$ cat src/ufbp_pkg.sv
package ufbp_pkg;

  // ---------------------------------------------------------------------
  // shared widths and depths
  // ---------------------------------------------------------------------
  localparam int BUS_W     = 8;    // shared byte bus width
  localparam int BUF_DEPTH = 2;    // entries per direction buffer

  // ---------------------------------------------------------------------
  // pin levels
  // ---------------------------------------------------------------------
  localparam logic PIN_REST  = 1'b1;  // resting level of active-low pins
  localparam logic PIN_ACT   = 1'b0;  // asserted level of active-low pins

  // ---------------------------------------------------------------------
  // read-side sequencer states
  // ---------------------------------------------------------------------
  typedef enum logic [1:0] {
    RX_IDLE  = 2'b00,   // waiting for read enable to fall
    RX_DRIVE = 2'b01,   // byte on the bus while read enable is low
    RX_DONE  = 2'b10    // byte popped, buffer settles for one cycle
  } ufbp_rx_e;

endpackage

$ cat src/ufbp_buf.sv
`timescale 1ns/100ps

// ---------------------------------------------------------------------
// small circular buffer, head word held in a register
// ---------------------------------------------------------------------
module ufbp_buf #(
  parameter int WIDTH = ufbp_pkg::BUS_W,     // word width
  parameter int DEPTH = ufbp_pkg::BUF_DEPTH  // number of entries
) (
  input  wire logic             clock,      // module clock
  input  wire logic             sys_rst,    // synchronous reset, high
  input  wire logic [WIDTH-1:0] in_data,    // word to store
  input  wire logic             in_valid,   // word offered
  output logic                  in_ready,   // room for a word
  output logic      [WIDTH-1:0] out_data,   // oldest word
  output logic                  out_valid,  // oldest word present
  input  wire logic             out_ready   // oldest word taken
);

  localparam int PW = (DEPTH > 1) ? $clog2(DEPTH) : 1;
  localparam int CW = $clog2(DEPTH + 1);

  typedef struct packed {
    logic [DEPTH-1:0][WIDTH-1:0] mem;
    logic [PW-1:0]               rd;
    logic [PW-1:0]               wr;
    logic [CW-1:0]               cnt;
    logic [WIDTH-1:0]            head;
    logic                        vld;
    logic                        rdy;
  } ufbp_buf_s;

  ufbp_buf_s r;
  ufbp_buf_s n;
  logic      push;
  logic      pop;

  // wrap a pointer at the last entry
  function automatic logic [PW-1:0] ptr_inc(input logic [PW-1:0] p);
    ptr_inc = (p == PW'(DEPTH - 1)) ? '0 : PW'(p + 1'b1);
  endfunction

  // next state; head, valid and ready are recomputed so they leave flops
  always_comb begin
    n    = r;
    push = in_valid & r.rdy;
    pop  = out_ready & r.vld;
    if (push) begin
      n.mem[r.wr] = in_data;
      n.wr        = ptr_inc(r.wr);
    end
    if (pop) begin
      n.rd = ptr_inc(r.rd);
    end
    if (push && !pop) begin
      n.cnt = CW'(r.cnt + 1'b1);
    end else if (pop && !push) begin
      n.cnt = CW'(r.cnt - 1'b1);
    end
    n.head = n.mem[n.rd];
    n.vld  = (n.cnt != '0);
    n.rdy  = (n.cnt != CW'(DEPTH));
    if (sys_rst) begin
      n     = '0;
      n.rdy = 1'b1;
    end
  end

  // state register
  always_ff @(posedge clock) begin
    r <= n;
  end

  assign in_ready  = r.rdy;
  assign out_data  = r.head;
  assign out_valid = r.vld;

endmodule

$ cat src/ufbp_port.sv
`timescale 1ns/100ps

// Behaviour
// - eight-bit shared bus carries bytes both ways
// - byte captured on falling write strobe
// - receive flag low while received data held and the read sequencer idle
// - read enable low puts next byte on bus
// - read enable high again releases the bus
// - reset output and configuration-done sense lines
module ufbp_port (
  input  wire logic                       clock,           // 20 MHz clock
  input  wire logic                       sys_rst,         // sync reset
  // host-facing byte streams
  input  wire logic [ufbp_pkg::BUS_W-1:0] host_rx_data,    // byte from host
  input  wire logic                       host_rx_valid,   // byte offered
  output logic                            host_rx_ready,   // room for byte
  output logic      [ufbp_pkg::BUS_W-1:0] host_tx_data,    // byte to host
  output logic                            host_tx_valid,   // byte offered
  input  wire logic                       host_tx_ready,   // host takes it
  // user-logic pins
  output logic                            tx_space_n,      // room, low
  output logic                            rx_avail_n,      // data, low
  input  wire logic                       rd_n,            // read enable
  input  wire logic                       wr,              // write strobe
  input  wire logic [ufbp_pkg::BUS_W-1:0] fifo_bus_in,     // bus level
  output logic      [ufbp_pkg::BUS_W-1:0] fifo_bus_out,    // bus drive
  output logic                            fifo_bus_oe_n,   // drive, low
  // configuration channel lines
  input  wire logic                       cfg_reset_req,   // reset request
  output logic                            target_reset_out,// reset to logic
  input  wire logic                       config_done_sense,// done pin
  output logic                            config_done      // done, sampled
);

  typedef struct packed {
    ufbp_pkg::ufbp_rx_e         st;
    logic                       wr_prev;
    logic                       rx_avail_n;
    logic                       tx_space_n;
    logic [ufbp_pkg::BUS_W-1:0] bus_out;
    logic                       bus_oe_n;
    logic                       tgt_rst;
    logic                       cfg_done;
  } ufbp_port_s;

  ufbp_port_s                 r;
  ufbp_port_s                 n;
  logic                       wr_fall;
  logic                       rx_pop;
  logic [ufbp_pkg::BUS_W-1:0] rxb_data;
  logic                       rxb_valid;
  logic                       txb_ready;

  // ---------------------------------------------------------------------
  // direction buffers
  // ---------------------------------------------------------------------
  // bytes from the host, waiting for the user logic to read them
  ufbp_buf #(
    .WIDTH (ufbp_pkg::BUS_W),
    .DEPTH (ufbp_pkg::BUF_DEPTH)
  ) u_rx_buf (
    .clock     (clock),
    .sys_rst   (sys_rst),
    .in_data   (host_rx_data),
    .in_valid  (host_rx_valid),
    .in_ready  (host_rx_ready),
    .out_data  (rxb_data),
    .out_valid (rxb_valid),
    .out_ready (rx_pop)
  );

  // bytes written by the user logic, waiting for the host; a stalled
  // host fills it and the space flag then holds the writer off
  ufbp_buf #(
    .WIDTH (ufbp_pkg::BUS_W),
    .DEPTH (ufbp_pkg::BUF_DEPTH)
  ) u_tx_buf (
    .clock     (clock),
    .sys_rst   (sys_rst),
    .in_data   (fifo_bus_in),
    .in_valid  (wr_fall),
    .in_ready  (txb_ready),
    .out_data  (host_tx_data),
    .out_valid (host_tx_valid),
    .out_ready (host_tx_ready)
  );

  // ---------------------------------------------------------------------
  // pin sequencing
  // ---------------------------------------------------------------------
  // strobe edge and read pop combine registered state with the live wr and rd_n pins
  assign wr_fall = r.wr_prev & ~wr;
  assign rx_pop  = (r.st == ufbp_pkg::RX_DRIVE) && rd_n;

  // next state of all pins and the read sequencer
  always_comb begin
    n          = r;
    n.wr_prev  = wr;
    n.tgt_rst  = cfg_reset_req;
    n.cfg_done = config_done_sense;
    // space flag rises after each write so the writer polls again
    n.tx_space_n = wr_fall | ~txb_ready;
    case (r.st)
      ufbp_pkg::RX_IDLE: begin
        n.rx_avail_n = ~rxb_valid;
        if (!rd_n && rxb_valid) begin
          n.st         = ufbp_pkg::RX_DRIVE;
          n.bus_out    = rxb_data;
          n.bus_oe_n   = ufbp_pkg::PIN_ACT;
          n.rx_avail_n = ufbp_pkg::PIN_REST;
        end
      end
      ufbp_pkg::RX_DRIVE: begin
        n.rx_avail_n = ufbp_pkg::PIN_REST;
        if (rd_n) begin
          n.st       = ufbp_pkg::RX_DONE;
          n.bus_oe_n = ufbp_pkg::PIN_REST;
        end
      end
      ufbp_pkg::RX_DONE: begin
        // buffer head settles before the flag is shown again
        n.rx_avail_n = ufbp_pkg::PIN_REST;
        n.st         = ufbp_pkg::RX_IDLE;
      end
      default: begin
        n.st       = ufbp_pkg::RX_IDLE;
        n.bus_oe_n = ufbp_pkg::PIN_REST;
      end
    endcase
    if (sys_rst) begin
      n            = '0;
      n.st         = ufbp_pkg::RX_IDLE;
      n.wr_prev    = 1'b0;
      n.rx_avail_n = ufbp_pkg::PIN_REST;
      n.tx_space_n = ufbp_pkg::PIN_REST;
      n.bus_oe_n   = ufbp_pkg::PIN_REST;
    end
  end

  // state register
  always_ff @(posedge clock) begin
    r <= n;
  end

  assign tx_space_n       = r.tx_space_n;
  assign rx_avail_n       = r.rx_avail_n;
  assign fifo_bus_out     = r.bus_out;
  assign fifo_bus_oe_n    = r.bus_oe_n;
  assign target_reset_out = r.tgt_rst;
  assign config_done      = r.cfg_done;
endmodule

$ cat config.mk
export PLATFORM = sky130hd
export DESIGN_NAME = ufbp_port
export DESIGN_NICKNAME = d
export VERILOG_FILES = /design/src/ufbp_pkg.sv /design/src/ufbp_buf.sv /design/src/ufbp_port.sv
export SDC_FILE = /design/constraint.sdc
export NUM_CORES = 1
export LEC_CHECK = 0
export ABC_AREA = 0
export BUFFER_PORTS_ARGS = -buffer_cell sky130_fd_sc_hd__buf_2
export CAP_MARGIN = 20
export CORE_MARGIN = 8
export CORE_UTILIZATION = 50
export CTS_CLUSTER_SIZE = 14
export DETAILED_ROUTE_END_ITERATION = 8
export GPL_TIMING_DRIVEN = 0
export PLACE_DENSITY = 0.72
export SETUP_SLACK_MARGIN = 0.4
export SLEW_MARGIN = 15
export SYNTH_ARGS = -nofsm -noshare
export SYNTH_HDL_FRONTEND = slang
export SYNTH_SLANG_ARGS = --single-unit
$ cat constraint.sdc
create_clock -name clock -period 2.1 [get_ports clock]
set_input_delay 0.105 -clock clock [delete_from_list [all_inputs] [get_ports clock]]
set_output_delay 0.105 -clock clock [all_outputs]
set_load 0.01 [all_outputs]
==> qor.yml, run 1 <==
grt_pass1_wl_um: 9650
antenna_found_initial: 0
synth_area_leaders: "dfxtp_1 50%, mux2i_1 13%, nor2_1 5.8%"
finalSetupViolCount: 0
p_leak_nw: 1.69
hold_viol: 0
crit_path_top_delay_cell: "dfxtp_1"
dieArea_sq_um: 8800
synth_edf_count: 0
htreeDepth: 3
synth_common_cells: "76 x dfxtp_1, 47 x nor2_1, 40 x mux2i_1"
die_h_um: 93.8
n_antenna_cell: 0
synth-seq-cells: 76
area_growth_pct: 19.7
place_congestion: 0.730
start_kind: "flip-flop"
layout_min_cycle_time_ps: 1630
rows: 28
vias: 2127
ys_async_sr_fraction_pct: 0
crit_type: "reg -> reg"
drt_iter0_markers: 76
drt-total-wl_um: 5850
synth_flop_cell: "dfxtp_1"
cts_buffers: 9
pwr-share-comb_pct: 11.6
grt_pass1_vias: 2099
pwr-share-clk_pct: 40.3
slew_violations: 0
p_seq_share_pct: 48.1
grt_overflow: 0
p_switching_w: 0.000776
fin_ws_ps: 467
power.share.switching_pct: 23.7
intPower_w: 0.00249
yosysTopAreaCellShare_pct: 50.3
first_pass_iters: 4
synth-seq-area-share_pct: 50.3
grt_max_degree: 14
multi_input_area_sq_um: 1300
drv_cap: 0
fin_nets: 381
fill_cells: 533
synth_area_sq_um: 3030
irDropWorstVdd_mv: 0.507
critPathArrivalTime_ps: 1890
dpl_worst_slack_ps: 362
cts_root_buf: "clkbuf_8"
cts_tree: "done"
clk_latency_ps: 350
coreArea_sq_um: 5890
ant_nets: 0
syn_inst: 292
cp_cell_sequence: "inv_1 -> ha_2 -> nand3_4 -> xor2_4 -> buf_4 -> nor2_1 -> a211oi_1"
outcome: "completed"
clkTransAtPathRegs_ps: 70
tightest_slew_ps: 604
seqCellArea_sq_um: 1520
critPathMaxFanout: 10
start_util_pct: 51.4
fmax_ghz: 0.612
post-route-util_pct: 61.5
clock_sinks: 76
hp-class: "in -> reg"
cp.required_ps: 2350
dpl.hpwl_um: 4130
synth_top_area_cell: "dfxtp_1"
rsz0062_at_grt: "true"
cts_max_path_buffers: 2
synth_fp_nets: 321
io_pins: 47
io_buffers: 45
finalCritPeriodShare_pct: 77.8
relSlewSlack_pct: 59.7
track_usage_pct: 13.9
drc: 0
setup_tns_ps: 0
die_x_um: 93.8
path_buf_inv: 2
powerDensity_nw_per_um2: 902
via_per_inst: 4.92
syn_area_per_cell_sq_um: 10.4
yosysUniqueCellTypes: 47
ys_warn_count: 0
skew_ps: 7.30
critical_path.endpoint_type: "flip-flop"
slowest_delay_ps: 340
route.detailed.wl_per_inst_um: 13.5
crit_family: "flip-flops"
synth_most_common_cell: "dfxtp_1"
layout-drive-gt1-share_pct: 26.9
## layout make-up
class / instances / area share (%)
Sequential cell: 76 / 42.0
Multi-Input combinational cell: 181 / 36.0
Timing Repair Buffer: 49 / 7.18
Buffer: 30 / 5.11
Clock buffer: 10 / 3.52
Clock inverter: 6 / 3.11
Tap cell: 75 / 2.59
Inverter: 5 / 0.518
## stage by stage
stage / hold slack [ps] / power, W / cells / instance area (sq um)
after global placement: 320 / 0.00197 / 412 / 3340
after global routing: 14.8 / 0.00342 / 432 / 3620
final: 12.6 / 0.00327 / 432 / 3620
after floorplan: 233 / 0.00187 / 292 / 3030
after CTS: 5.67 / 0.00330 / 432 / 3620
after detailed placement: 324 / 0.00198 / 412 / 3340
## metal layers
| metal | up-vias | part of all wire [%] | track usage, % |
|---|---|---|---|
| met3 | 12 | 5.0 | 3.60 |
| met2 | 40 | 45 | 20.9 |
| li1 | 1093 | - | - |
| met5 | - | 0 | 0 |
| met4 | 0 | 2.3 | 7.93 |
| met1 | 982 | 47 | 17.5 |
## registers in the layout, summed over array words and instances, names as in the netlist, 3 cells and up
register           count
u_tx_buf.out_data      8
u_rx_buf.r            20
r                      3
u_tx_buf.r            20
u_rx_buf.out_data      8
fifo_bus_out           8
## power by group through the flow
stage / registers (W) / clock network, W / logic (W)
after CTS: 0.00157 / 0.00134 / 0.000383
after floorplan: 0.00160 / 0 / 0.000266
after global placement: 0.00160 / 0 / 0.000369
final: 0.00157 / 0.00132 / 0.000379
after detailed placement: 0.00160 / 0 / 0.000375
after global routing: 0.00158 / 0.00142 / 0.000422
## placed cells by master (no fill, tap or decap), types with 4 or more instances in the layout
master	instances
clkbuf_1	8
buf_4	20
ha_1	4
o22ai_1	8
nand2_1	6
nor3_1	4
a21oi_1	4
clkbuf_8	9
a211oi_1	8
inv_1	4
nand2b_1	4
nor2b_1	9
buf_2	49
mux2i_1	40
dfxtp_1	76
nor2_1	47
and2_1	5
## final timing paths
check | start | endpoint | slack [ps] | cells past startpoint
hold reg to reg | fifo_bus_oe_n | fifo_bus_oe_n | 460 | 1
setup / recovery | r[15] | u_rx_buf.out_data[7] | 470 | 7
setup reg to reg | r[15] | u_rx_buf.out_data[7] | 470 | 7
hold / removal | wr | r[13] | 10 | 2
## worst reg2reg max path, cell delays in order, from the launching register on
cell and delay [ps]:
dfxtp_1 340, inv_1 110, ha_2 230, nand3_4 150
xor2_4 240, buf_4 200, nor2_1 60, a211oi_1 210
## timing repair
| action | CTS | global route |
|---|---|---|
| gates resized for setup | 0 | 1 |
| endpoints found under the setup margin | 1 | 7 |
| hold buffers | 2 | 0 |
| endpoints found under the hold margin | 2 | 0 |
| pin swaps | 1 | 0 |
| setup buffers | 2 | 0 |
## cells by family (layout without fill, tap and decap cells)
kind of cell | count (synthesis) | after routing | synth area share (%)
AOI/OAI and AO/OA | 32 | 32 | 7.11
xor gates and xnor gates | 7 | 7 | 2.90
adders and majority gates | 5 | 5 | 2.07
buffers and inverters | 35 | 100 | 6.74
DFF | 76 | 76 | 50.3
muxes | 44 | 44 | 14.7
and+or+nand+nor | 93 | 93 | 16.2
No activity file was read; power rests on OpenSTA's default activity.
==> run 2, diff against run 1 <==
--- a/config.mk
+++ b/config.mk
@@ -5,7 +5,7 @@
 export SDC_FILE = /design/constraint.sdc
 export NUM_CORES = 1
 export LEC_CHECK = 0
-export ABC_AREA = 0
+export ABC_AREA = 1
 export BUFFER_PORTS_ARGS = -buffer_cell sky130_fd_sc_hd__buf_2
 export CAP_MARGIN = 20
 export CORE_MARGIN = 8
@@ -13,7 +13,7 @@
 export CTS_CLUSTER_SIZE = 14
 export DETAILED_ROUTE_END_ITERATION = 8
 export GPL_TIMING_DRIVEN = 0
-export PLACE_DENSITY = 0.72
+export PLACE_DENSITY = 0.74
 export SETUP_SLACK_MARGIN = 0.4
 export SLEW_MARGIN = 15
 export SYNTH_ARGS = -nofsm -noshare
==> constraint.sdc (replaced) <==
create_clock -name clock -period 1.4 [get_ports clock]
set_input_delay 0.07 -clock clock [delete_from_list [all_inputs] [get_ports clock]]
set_output_delay 0.07 -clock clock [all_outputs]
set_load 0.01 [all_outputs]
==> qor.yml, run 2 <==
critPathMaxFanout: 8  # was 10
setup_tns_ps: 0  # unchanged
synth_common_cells: "94 x nand2_1, 76 x dfxtp_1, 69 x inv_1"  # was 76 x dfxtp_1, 47 x nor2_1, 40 x mux2i_1
drv_cap: 0  # unchanged
synth_most_common_cell: "nand2_1"  # was dfxtp_1
layout_min_cycle_time_ps: 1370  # was 1630 ps
coreArea_sq_um: 6200  # was 5890 sq um
finalCritPeriodShare_pct: 97.9  # was 77.8%
skew_ps: 10.1  # was 7.30 ps
r2r_start: "r[15]"  # unchanged
io_pins: 47  # unchanged
hp-class: "in -> reg"  # unchanged
dieArea_sq_um: 9080  # was 8800 sq um
area_growth_pct: 61.3  # was 19.7%
cts_buffers: 9  # unchanged
tightest_slew_ps: 648  # was 604 ps
n_antenna_cell: 0  # unchanged
synth_flop_cell: "dfxtp_1"  # unchanged
fin_ws_ps: 29.9  # was 467 ps
critPathArrivalTime_ps: 1650  # was 1890 ps
powerDensity_nw_per_um2: 1140  # was 902 nW/um^2
io_buffers: 45  # unchanged
fin_nets: 536  # was 381
grt_pass1_vias: 2873  # was 2099
drt-total-wl_um: 11200  # was 5850 um
rows: 29  # was 28
rsz0062_at_grt: "true"  # unchanged
clkTransAtPathRegs_ps: 80  # was 70 ps
post-route-util_pct: 81.8  # was 61.5%
hp-start: "fifo_bus_in[7]"  # was wr
cts_root_buf: "clkbuf_8"  # unchanged
synth-seq-area-share_pct: 48.4  # was 50.3%
track_usage_pct: 19.3  # was 13.9%
grt_overflow: 0  # unchanged
place_congestion: 0.818  # was 0.730
setup.worst_path.start: "r[15]"  # unchanged
yosysTopAreaCellShare_pct: 48.4  # was 50.3%
relSlewSlack_pct: 56.8  # was 59.7%
ys_warn_count: 0  # unchanged
antenna_found_initial: 0  # unchanged
top_regs: "u_rx_buf.r: 20 flops, u_tx_buf.r: 20 flops"  # unchanged
grt_pass1_wl_um: 13400  # was 9650 um
die_h_um: 95.3  # was 93.8 um
syn_inst: 409  # was 292
cts_tree: "done"  # unchanged
synth_top_area_cell: "dfxtp_1"  # unchanged
synth_area_sq_um: 3150  # was 3030 sq um
drt_iter0_markers: 226  # was 76
via_per_inst: 5.31  # was 4.92
ys_async_sr_fraction_pct: 0  # unchanged
crit_type: "reg -> reg"  # unchanged
layout_common_cells: "57 x inv_1, 54 x dfxtp_1, 50 x nand2_1, 32 x buf_6, 32 x buf_2"  # was 76 x dfxtp_1, 49 x buf_2, 47 x nor2_1, 40 x mux2i_1, 20 x buf_4
yosysUniqueCellTypes: 27  # was 47
fmax_ghz: 0.730  # was 0.612 GHz
die_x_um: 95.3  # was 93.8 um
dpl_worst_slack_ps: 55.6  # was 362 ps
final_common_cell: "inv_1"  # was dfxtp_1
synth-seq-cells: 76  # unchanged
cts_max_path_buffers: 2  # unchanged
start_kind: "flip-flop"  # unchanged
ant_nets: 0  # unchanged
dpl.hpwl_um: 4590  # was 4130 um
synth_edf_count: 0  # unchanged
vias: 3130  # was 2127
irDropWorstVdd_mv: 0.935  # was 0.507 mV
route.detailed.wl_per_inst_um: 19.0  # was 13.5 um
finalSetupViolCount: 0  # unchanged
synth_fp_nets: 438  # was 321
htreeDepth: 3  # unchanged
p_leak_nw: 2.36  # was 1.69 nW
p_total_w: 0.00579  # was 0.00327 W
start_util_pct: 50.7  # was 51.4%
first_pass_iters: 4  # unchanged
cp.required_ps: 1680  # was 2350 ps
drc: 0  # unchanged
clock_sinks: 76  # unchanged
critical_path.endpoint_type: "flip-flop"  # unchanged
syn_area_per_cell_sq_um: 7.69  # was 10.4 sq um
clk_latency_ps: 370  # was 350 ps
slew_violations: 0  # unchanged
hold_viol: 0  # unchanged
layout-drive-gt1-share_pct: 52.5  # was 26.9%
outcome: "completed"  # unchanged
fill_cells: 306  # was 533
grt_max_degree: 14  # unchanged
synth_area_leaders: "dfxtp_1 48%, nand2_1 11%, inv_1 8.2%"  # was dfxtp_1 50%, mux2i_1 13%, nor2_1 5.8%
[run 2: stage by stage]
step	hold slack [ps]	cells	instance area, sq um
floorplan	177	409	3300
global route	17.0	589	5070
global placement	279	531	3620
finish	17.3	589	5070
CTS	16.6	578	4520
detailed placement	282	531	3620
[run 2: final timing paths]
path                               end  slack, ps  cells past startpoint
hold / removal          u_tx_buf.r[29]         20                      3
hold reg to reg        fifo_bus_out[7]        460                      2
setup / recovery  u_rx_buf.out_data[3]         30                      6
setup reg to reg  u_rx_buf.out_data[3]         30                      6
[run 2: layout make-up]
type | instances | area [sq um] | share of cell area [%]
well taps | 77 | 96.3 | 1.90
clock inverters | 6 | 61.3 | 1.21
inverters | 73 | 302 | 5.94
multi-input cells | 237 | 1870 | 36.9
flip-flops and latches | 76 | 1560 | 30.8
repair buffers | 83 | 785 | 15.5
clock buffers | 10 | 138 | 2.71
repair inverters | 2 | 13.8 | 0.271
plain buffers | 25 | 243 | 4.78
[run 2: metal layers]
metal / global-route usage [%] / routed length, um / vias up
li1: - / - / 1440
met3: 5.83 / 686 / 46
met5: 0 / 0 / -
met1: 20.1 / 4110 / 1493
met2: 34.3 / 5900 / 151
met4: 9.62 / 515 / 0
[run 2: report_power, final]
part / internal, W / switching, W
Clock: 0.000872 / 0.000890
Sequential: 0.00235 / 0.000147
Combinational: 0.000668 / 0.000863
Total: 0.00389 / 0.00190
[run 2: critical path, stage by stage (launching register included)]
cell and delay [ps]:
dfxtp_2 350, inv_4 70, ha_4 140, nand3_4 150, xor2_4 310, nor2_1 100
a21oi_1 170
[run 2: cells by family after synthesis]
kind of cell	Yosys count	synth area share (%)
AND/OR/NAND/NOR	168	23.8
buffers and inverters	98	14.6
flip-flops	76	48.4
AO/OA/AOI/OAI	57	9.55
XOR/XNOR	5	1.63
adder cells (fa/ha/maj)	5	1.99
[run 2: timing repair]
item,in CTS,in global routing
setup buffers,19,8
pin swaps,21,25
endpoints found under the hold margin,8,0
cloned,4,3
hold buffers,8,0
resized for setup,95,120
setup endpoints to repair,80,84
